$ cat src/core/dcrc_pkg.sv
package dcrc_pkg;

  // ****************************************************************
  // Timing
  // ****************************************************************
  localparam int CLK_MHZ = 250;
  localparam int RST_PULSE_NS = 100;
  localparam int RST_PULSE_CYC = (RST_PULSE_NS * CLK_MHZ + 999) / 1000;
  localparam int CNT_W = 8;

  // ****************************************************************
  // Register map
  // ****************************************************************
  localparam int ADDR_W = 12;
  localparam logic [11:0] OFS_APP_CAUSE = 12'h000;
  localparam logic [11:0] OFS_NET_CAUSE = 12'h004;
  localparam logic [11:0] OFS_HOLD_OFF = 12'h008;
  localparam logic [11:0] OFS_APP_RSTCTL = 12'h00C;
  localparam logic [11:0] OFS_NET_RSTCTL = 12'h010;
  localparam logic [11:0] OFS_STATUS = 12'h014;

  // ****************************************************************
  // Fields
  // ****************************************************************
  localparam int CAUSE_W = 10;
  localparam int CB_POR = 0;
  localparam int CB_PIN = 1;
  localparam int CB_DROP = 2;
  localparam int CB_WAKE = 3;
  localparam int CB_SOFT = 4;
  localparam int CB_DBGPORT = 5;
  localparam int CB_LOCKUP = 6;
  localparam int CB_NET_CORE_HOLD_OFF = 7;
  localparam int CB_NET_SOFT = 8;
  localparam int CB_NET_LOCKUP = 9;
  localparam int SYSREQ_BIT = 0;
  localparam int HOLD_BIT = 0;
  localparam logic [9:0] CAUSE_RST = 10'h001;
  localparam logic HOLD_RST = 1'b1;

  // ****************************************************************
  // Pin synchroniser lanes
  // ****************************************************************
  localparam int SY_N = 6;
  localparam int SY_POR_OK = 0;
  localparam int SY_REG_OK = 1;
  localparam int SY_DROP = 2;
  localparam int SY_PIN_N = 3;
  localparam int SY_WAKE = 4;
  localparam int SY_DBGREQ = 5;
  localparam logic [5:0] SYNC_RST = 6'h08;

  typedef enum logic [1:0] {
    ST_SYS_HOLD = 2'b00,
    ST_APP_PULSE = 2'b01,
    ST_RUN = 2'b10
  } dcrc_state_t;

endpackage

$ cat src/core/dcrc_top.sv
// The placing of the registers and the APB slave port were chosen for this implementation.
`timescale 1ns/1ps
`default_nettype none
module dcrc_top
#(
  parameter int PULSE_CYC = dcrc_pkg::RST_PULSE_CYC
)
(
  // Clock, reset, enable
  input wire logic pclk,
  input wire logic presetn,
  input wire logic ce,
  // APB slave
  input wire logic psel,
  input wire logic penable,
  input wire logic pwrite,
  input wire logic [dcrc_pkg::ADDR_W-1:0] paddr,
  input wire logic [31:0] pwdata,
  output logic [31:0] prdata,
  output logic pready,
  output logic pslverr,
  // Supply monitor and pins
  input wire logic supply_ok,
  input wire logic regulators_ok,
  input wire logic supply_drop_reset,
  input wire logic reset_pin_n,
  input wire logic sysoff_wakeup,
  // Debug side
  input wire logic debug_mode,
  input wire logic debug_control_port_req,
  // Core events
  input wire logic app_lockup,
  input wire logic net_lockup,
  // Reset outputs
  output logic app_rst_n,
  output logic net_rst_n,
  output logic debug_access_port_rst_n
);
  import dcrc_pkg::*;

  // ****************************************************************
  // Helpers
  // ****************************************************************
  function automatic logic [9:0] cause_upd(input logic [9:0] old_v,
                                          input logic [9:0] clr_v,
                                          input logic [9:0] set_v);
    cause_upd = (old_v & ~clr_v) | set_v;
  endfunction

  function automatic logic is_mapped(input logic [11:0] a);
    is_mapped = (a == OFS_APP_CAUSE) || (a == OFS_NET_CAUSE) ||
                (a == OFS_HOLD_OFF) || (a == OFS_APP_RSTCTL) ||
                (a == OFS_NET_RSTCTL) || (a == OFS_STATUS);
  endfunction

  // ****************************************************************
  // Declarations
  // ****************************************************************
  logic [SY_N-1:0] sync1_reg;
  logic [SY_N-1:0] sync2_reg;
  logic dbg_mode1_reg;
  logic dbg_mode2_reg;
  dcrc_state_t state_reg;
  dcrc_state_t state_next;
  logic [CNT_W-1:0] app_cnt_reg;
  logic [CNT_W-1:0] net_cnt_reg;
  logic [1:0] app_rel_reg;
  logic [1:0] net_rel_reg;
  logic dbg_rst_n_reg;
  logic hold_off_reg;
  logic [9:0] app_cause_reg;
  logic [9:0] net_cause_reg;
  logic [31:0] prdata_reg;
  logic wr;
  logic wr_hold;
  logic app_sw_req;
  logic net_sw_req;
  logic src_por;
  logic src_pin;
  logic src_drop;
  logic src_wake;
  logic sys_level;
  logic sys_any;
  logic app_src;
  logic net_src;
  logic net_hold;
  logic app_lock_ok;
  logic net_lock_ok;
  logic [9:0] app_set;
  logic [9:0] net_set;
  logic [9:0] app_clr;
  logic [9:0] net_clr;
  logic [CNT_W-1:0] pulse_load;

  assign pulse_load = CNT_W'(PULSE_CYC);

  // ****************************************************************
  // Pin synchronisers
  // ****************************************************************
  always_ff @(posedge pclk or negedge presetn)
    if (!presetn)
    begin
      sync1_reg <= SYNC_RST;
      sync2_reg <= SYNC_RST;
      dbg_mode1_reg <= 1'b0;
      dbg_mode2_reg <= 1'b0;
    end
    else if (ce)
    begin
      sync1_reg <= {debug_control_port_req, sysoff_wakeup, reset_pin_n,
                    supply_drop_reset, regulators_ok, supply_ok};
      sync2_reg <= sync1_reg;
      dbg_mode1_reg <= debug_mode;
      dbg_mode2_reg <= dbg_mode1_reg;
    end

  // ****************************************************************
  // Source decode
  // ****************************************************************
  assign wr = psel && penable && pwrite && ce;
  assign wr_hold = wr && (paddr == OFS_HOLD_OFF);
  assign app_sw_req = wr && (paddr == OFS_APP_RSTCTL) &&
                      pwdata[SYSREQ_BIT];
  assign net_sw_req = wr && (paddr == OFS_NET_RSTCTL) &&
                      pwdata[SYSREQ_BIT];
  assign src_por = !sync2_reg[SY_POR_OK] || !sync2_reg[SY_REG_OK];
  assign src_pin = !sync2_reg[SY_PIN_N];
  assign src_drop = sync2_reg[SY_DROP];
  assign src_wake = sync2_reg[SY_WAKE];
  assign sys_level = src_por || src_pin || src_drop;
  assign sys_any = sys_level || src_wake;
  // Lockup does not reset while debugging
  assign app_lock_ok = app_lockup && !dbg_mode2_reg;
  assign net_lock_ok = net_lockup && !dbg_mode2_reg;
  assign app_src = app_sw_req || sync2_reg[SY_DBGREQ] ||
                   app_lock_ok;
  assign net_src = net_sw_req || net_lock_ok;

  // ****************************************************************
  // Application core sequencing
  // ****************************************************************
  always_comb
  begin
    state_next = state_reg;
    case (state_reg)
      ST_SYS_HOLD:
        if (!sys_any)
          state_next = ST_APP_PULSE;
      ST_APP_PULSE:
        if (sys_any)
          state_next = ST_SYS_HOLD;
        else if (app_cnt_reg == '0)
          state_next = ST_RUN;
      ST_RUN:
        if (sys_any)
          state_next = ST_SYS_HOLD;
        else if (app_src)
          state_next = ST_APP_PULSE;
      default:
        state_next = ST_SYS_HOLD;
    endcase
  end

  always_ff @(posedge pclk or negedge presetn)
    if (!presetn)
      state_reg <= ST_SYS_HOLD;
    else if (ce)
      state_reg <= state_next;

  always_ff @(posedge pclk or negedge presetn)
    if (!presetn)
      app_cnt_reg <= '0;
    else if (ce)
    begin
      if (state_next == ST_APP_PULSE && state_reg != ST_APP_PULSE)
        app_cnt_reg <= pulse_load;
      else if (app_cnt_reg != '0)
        app_cnt_reg <= app_cnt_reg - CNT_W'(1);
    end

  // ****************************************************************
  // Network core hold-off and local reset
  // ****************************************************************
  always_ff @(posedge pclk or negedge presetn)
    if (!presetn)
      hold_off_reg <= HOLD_RST;
    else if (ce)
    begin
      if (state_reg != ST_RUN)
        hold_off_reg <= 1'b1;
      else if (wr_hold)
        hold_off_reg <= pwdata[HOLD_BIT];
    end

  always_ff @(posedge pclk or negedge presetn)
    if (!presetn)
      net_cnt_reg <= '0;
    else if (ce)
    begin
      if (net_src && state_reg == ST_RUN && !hold_off_reg)
        net_cnt_reg <= pulse_load;
      else if (net_cnt_reg != '0)
        net_cnt_reg <= net_cnt_reg - CNT_W'(1);
    end

  assign net_hold = hold_off_reg || (net_cnt_reg != '0) ||
                    (state_reg != ST_RUN);

  // ****************************************************************
  // Reset release synchronisers
  // ****************************************************************
  always_ff @(posedge pclk or negedge presetn)
    if (!presetn)
      app_rel_reg <= 2'h0;
    else if (ce)
    begin
      if (state_reg != ST_RUN)
        app_rel_reg <= 2'h0;
      else
        app_rel_reg <= {app_rel_reg[0], 1'b1};
    end

  always_ff @(posedge pclk or negedge presetn)
    if (!presetn)
      net_rel_reg <= 2'h0;
    else if (ce)
    begin
      if (net_hold)
        net_rel_reg <= 2'h0;
      else
        net_rel_reg <= {net_rel_reg[0], 1'b1};
    end

  always_ff @(posedge pclk or negedge presetn)
    if (!presetn)
      dbg_rst_n_reg <= 1'b0;
    else if (ce)
      dbg_rst_n_reg <= !(sys_level || (src_wake && !dbg_mode2_reg));

  assign app_rst_n = app_rel_reg[1];
  assign net_rst_n = net_rel_reg[1];
  assign debug_access_port_rst_n = dbg_rst_n_reg;

  // ****************************************************************
  // Reset cause registers
  // ****************************************************************
  always_comb
  begin
    app_set = '0;
    app_set[CB_POR] = src_por;
    app_set[CB_PIN] = src_pin;
    app_set[CB_DROP] = src_drop;
    app_set[CB_WAKE] = src_wake;
    app_set[CB_SOFT] = app_sw_req;
    app_set[CB_DBGPORT] = sync2_reg[SY_DBGREQ];
    app_set[CB_LOCKUP] = app_lock_ok;
    net_set = app_set;
    net_set[CB_NET_CORE_HOLD_OFF] = (state_reg != ST_RUN) ||
                           (wr_hold && pwdata[HOLD_BIT]);
    net_set[CB_NET_SOFT] = net_sw_req;
    net_set[CB_NET_LOCKUP] = net_lock_ok;
  end

  assign app_clr = (wr && paddr == OFS_APP_CAUSE) ? pwdata[9:0] : '0;
  assign net_clr = (wr && paddr == OFS_NET_CAUSE) ? pwdata[9:0] : '0;

  always_ff @(posedge pclk or negedge presetn)
    if (!presetn)
      app_cause_reg <= CAUSE_RST;
    else if (ce)
      app_cause_reg <= cause_upd(app_cause_reg, app_clr, app_set);

  always_ff @(posedge pclk or negedge presetn)
    if (!presetn)
      net_cause_reg <= CAUSE_RST;
    else if (ce)
      net_cause_reg <= cause_upd(net_cause_reg, net_clr, net_set);

  // ****************************************************************
  // APB read path
  // ****************************************************************
  always_ff @(posedge pclk or negedge presetn)
    if (!presetn)
      prdata_reg <= '0;
    else if (ce && psel && !penable)
    begin
      case (paddr)
        OFS_APP_CAUSE: prdata_reg <= {22'h000000, app_cause_reg};
        OFS_NET_CAUSE: prdata_reg <= {22'h000000, net_cause_reg};
        OFS_HOLD_OFF: prdata_reg <= {31'h00000000, hold_off_reg};
        OFS_STATUS: prdata_reg <= {28'h0000000, net_rst_n, app_rst_n,
                                   state_reg};
        default: prdata_reg <= '0;
      endcase
    end

  assign prdata = prdata_reg;
  assign pready = ce;
  assign pslverr = psel && penable && !is_mapped(paddr);
endmodule
`default_nettype wire

$ cat config.mk
export PLATFORM = sky130hd
export DESIGN_NAME = dcrc_top
export DESIGN_NICKNAME = d
export VERILOG_FILES = /design/src/core/dcrc_pkg.sv /design/src/core/dcrc_top.sv
export SDC_FILE = /design/constraint.sdc
export NUM_CORES = 1
export LEC_CHECK = 0
export BUFFER_PORTS_ARGS = -buffer_cell sky130_fd_sc_hd__buf_2
export CORE_UTILIZATION = 52
export CTS_CLUSTER_SIZE = 30
export DETAILED_ROUTE_END_ITERATION = 6
export PLACE_DENSITY = 0.91
export SLEW_MARGIN = 40
export SYNTH_ARGS = -nofsm -noshare
export SYNTH_HDL_FRONTEND = slang
export SYNTH_SLANG_ARGS = --single-unit
$ cat constraint.sdc
create_clock -name pclk -period 2.65 [get_ports pclk]
set_clock_uncertainty 0.05 [all_clocks]
set_input_delay 0.265 -clock pclk [delete_from_list [all_inputs] [get_ports pclk]]
set_output_delay 0.265 -clock pclk [all_outputs]
set_load 0.02 [all_outputs]
==> flow_metrics.env <==
export IMPL_vias=2586
export IMPL_p_switching_w=0.000819
export IMPL_final_setup_worst_slack_ns=0.487
export IMPL_synth_edff_count=0
export IMPL_port_buffers=51
export IMPL_sequentialPowerShare=0.479
export IMPL_max_vdd_ir_drop_mv=0.533
export IMPL_hold_class="in -> reg"
export IMPL_fin_total_pwr_w=0.00278
export IMPL_reg2reg_to="net_cnt_reg[7]"
export IMPL_ctsResizeCount=0
export IMPL_seq_area_frac_synth=0.507
export IMPL_insertion_delay_ns=0.36
export IMPL_critPathMaxStageDelay_ns=0.47
export IMPL_dieHeight_um=82.5
export IMPL_place_congestion=0.848
export IMPL_area_growth_syn_to_layout_pct=14.1
export IMPL_critPathBufInv=1
export IMPL_cts_sinks=68
export IMPL_critPathCaptureType="register"
export IMPL_ys_warn_count=0
export IMPL_critPathTopFamily="simple AND/OR/NAND/NOR gates"
export IMPL_crit_chain="inv_1 -> ha_1 -> or3b_2 -> o21ai_1 -> nor4b_1 -> xnor2_1 -> nor2_1"
export IMPL_drt_vias_per_instance=5.53
export IMPL_regArea_mm2=0.00171
export IMPL_final_cell_mix="dfrtp_1 (63), nand2_1 (51), buf_2 (51), o21ai_0 (34), nor2_1 (24)"
export IMPL_synthCells=336
export IMPL_cp_arrival_ns=2.35
export IMPL_period_minus_slack_ns=2.16
export IMPL_rows=28
export IMPL_rsz0062_at_grt="no"
export IMPL_p_clk_frac=0.344
export IMPL_power_switching_share=0.295
export IMPL_drcViolationCount=0
export IMPL_crit_fanout=7
export IMPL_fillCellCount=524
export IMPL_syn_cell_area_mm2=0.00337
export IMPL_maxCapViolCount=0
export IMPL_drive_above_1_share=0.249
export IMPL_synth_ff_type="dfrtp_1"
export IMPL_clk_transition_reported_paths_ns=0.08
export IMPL_fmax_mhz=462
export IMPL_power_density_mw_per_mm2=723
export IMPL_hold_viol_final=0
export IMPL_ff2ff_setup_slack_ns=0.49
export IMPL_async_flop_share=1.00
export IMPL_ys_seq_elements=68
export IMPL_min_period_over_period=0.816
export IMPL_status="finished, final reports clean"
export IMPL_grt_pass1_wl_um=11300
export IMPL_cts_htree_levels=3
export IMPL_crit_type="reg -> reg"
export IMPL_worstMarginPinSlew_ns=0.704
export IMPL_cts_tree="yes"
export IMPL_ios=96
export IMPL_max_slew_margin_rel=0.531
export IMPL_initial_core_util=0.553
export IMPL_antenna_diode_count=0
export IMPL_critPathLaunchType="register"
export IMPL_leakagePower_nw=1.76
export IMPL_multiInputGateArea_mm2=0.00148
export IMPL_wl_um=7000
export IMPL_drv_slew=0
export IMPL_cts_buffers_inserted=9
export IMPL_required_ns=2.83
export IMPL_detail_route_antenna_nets=0
export IMPL_nets=450
export IMPL_overflow=0
export IMPL_reg2reg_from="net_cnt_reg[0]"
export IMPL_dr_pass1_iters=4
export IMPL_rr_worst_depth=7
export IMPL_worstHoldStart="debug_mode"
export IMPL_die_x_um=82.5
export IMPL_grt_pass1_vias=2441
export IMPL_dpl_hpwl_um=4880
export IMPL_root_buffer="clkbuf_8"
export IMPL_grtUsageTotal=0.230
export IMPL_setup_viol=0
export IMPL_ys_types=55
export IMPL_place_ws_ns=0.472
export IMPL_die_area_mm2=0.00681
export IMPL_grt_max_degree=39
export IMPL_core_mm2=0.00610
export IMPL_internal_power_w=0.00196
export IMPL_tns_ns=0
export IMPL_whs_path_depth=2
export IMPL_combPwrFrac=0.177
export IMPL_min_to="dbg_mode1_reg"
export IMPL_antenna_found_initial=0
export IMPL_syn_area_per_cell_um2=10.0
export IMPL_post_drt_wl_per_cell_um=15.0
export IMPL_dr_first_iter_drc_count=260
export IMPL_mostFrequentLayoutCell="dfrtp_1"
export IMPL_cts_max_path_buffers=2
export IMPL_critPathSlowestCell="or3b_2"
## through the flow
stage,utilization,std cells,hold WS (ns),cell area (um2)
floorplan,-,357,-0.0806,3450
global placement,0.592,451,0.293,3610
CTS,0.631,468,0.0783,3850
detailed placement,0.592,451,0.297,3610
finish,0.631,468,0.0839,3850
global route,0.631,468,0.0756,3850
## power by group through the flow
stage / clock (W) / sequential [W] / combinational (W)
6_report: 0.000957 / 0.00133 / 0.000491
5_1_grt: 0.00102 / 0.00134 / 0.000553
4_1_cts: 0.000966 / 0.00133 / 0.000494
3_5_place_dp: 0 / 0.00134 / 0.000486
3_3_place_gp: 0 / 0.00133 / 0.000455
2_1_floorplan: 0 / 0.00131 / 0.000387
## worst register-to-register path, cell delays in order (launching register included)
cell	delay, ns
dfrtp_1	0.45
inv_1	0.11
ha_1	0.18
or3b_2	0.47
o21ai_1	0.41
nor4b_1	0.14
xnor2_1	0.17
nor2_1	0.07
## routing by layer
layer | GRT usage | vias to the layer above | part of all wire | wire length [um]
met5 | 0 | - | 0 | 0
met4 | 0.0966 | 0 | 0.035 | 246
met3 | 0.0791 | 24 | 0.061 | 428
met2 | 0.370 | 109 | 0.48 | 3340
met1 | 0.282 | 1229 | 0.43 | 2990
li1 | - | 1224 | - | -
## worst max-delay path by stage
stage | from | endpoint | slack [ns] | cells past startpoint
final | net_cnt_reg[0] | net_cnt_reg[7] | 0.49 | 7
after global routing | net_cnt_reg[0] | net_cnt_reg[7] | 0.34 | 7
after CTS | net_cnt_reg[0] | net_cnt_reg[7] | 0.52 | 7
after floorplan | app_cnt_reg[0] | app_cnt_reg[3] | 0.72 | 7
after global placement | paddr[7] | net_cnt_reg[1] | 0.51 | 6
after detailed placement | paddr[7] | net_cnt_reg[1] | 0.47 | 6
## synth_stat cells (4+ instances only)
library cell,count,area [um2]
a21oi_1,6,30.0
xor2_1,5,43.8
mux2i_1,10,100
xnor2_1,6,52.6
inv_1,8,30.0
dfrtp_1,63,1580
clkbuf_1,8,30.0
mux2_2,14,158
nand2b_1,6,37.5
dfstp_2,5,131
nand2_1,51,191
buf_4,23,173
o21ai_0,34,170
or4_1,4,30.0
nor3_1,7,35.0
nor2_1,24,90.1
## cell type report
cell class	count	area share
clock buffers	10	0.0358
multi-input cells	245	0.385
clock inverters	6	0.0228
inverters	8	0.00781
repair buffers	56	0.0800
flip-flops and latches	68	0.444
well taps	75	0.0244
## what timing repair did
| item | CTS | global route |
|---|---|---|
| hold buffers | 1 | 0 |
| hold endpoints to repair | 28 | 0 |
| setup buffers | 0 | 0 |
## logic make-up after synthesis
family                   Yosys count  synth area share
AND/OR/NAND/NOR                  122             0.180
adder cells (fa/ha/maj)            3            0.0111
multiplexers                      24            0.0765
flip-flops                        68             0.507
AO/OA/AOI/OAI                     63             0.118
XOR/XNOR                          11            0.0286
other                              1           0.00111
buffers and inverters             44            0.0772
(Power assumes the default switching activity.)
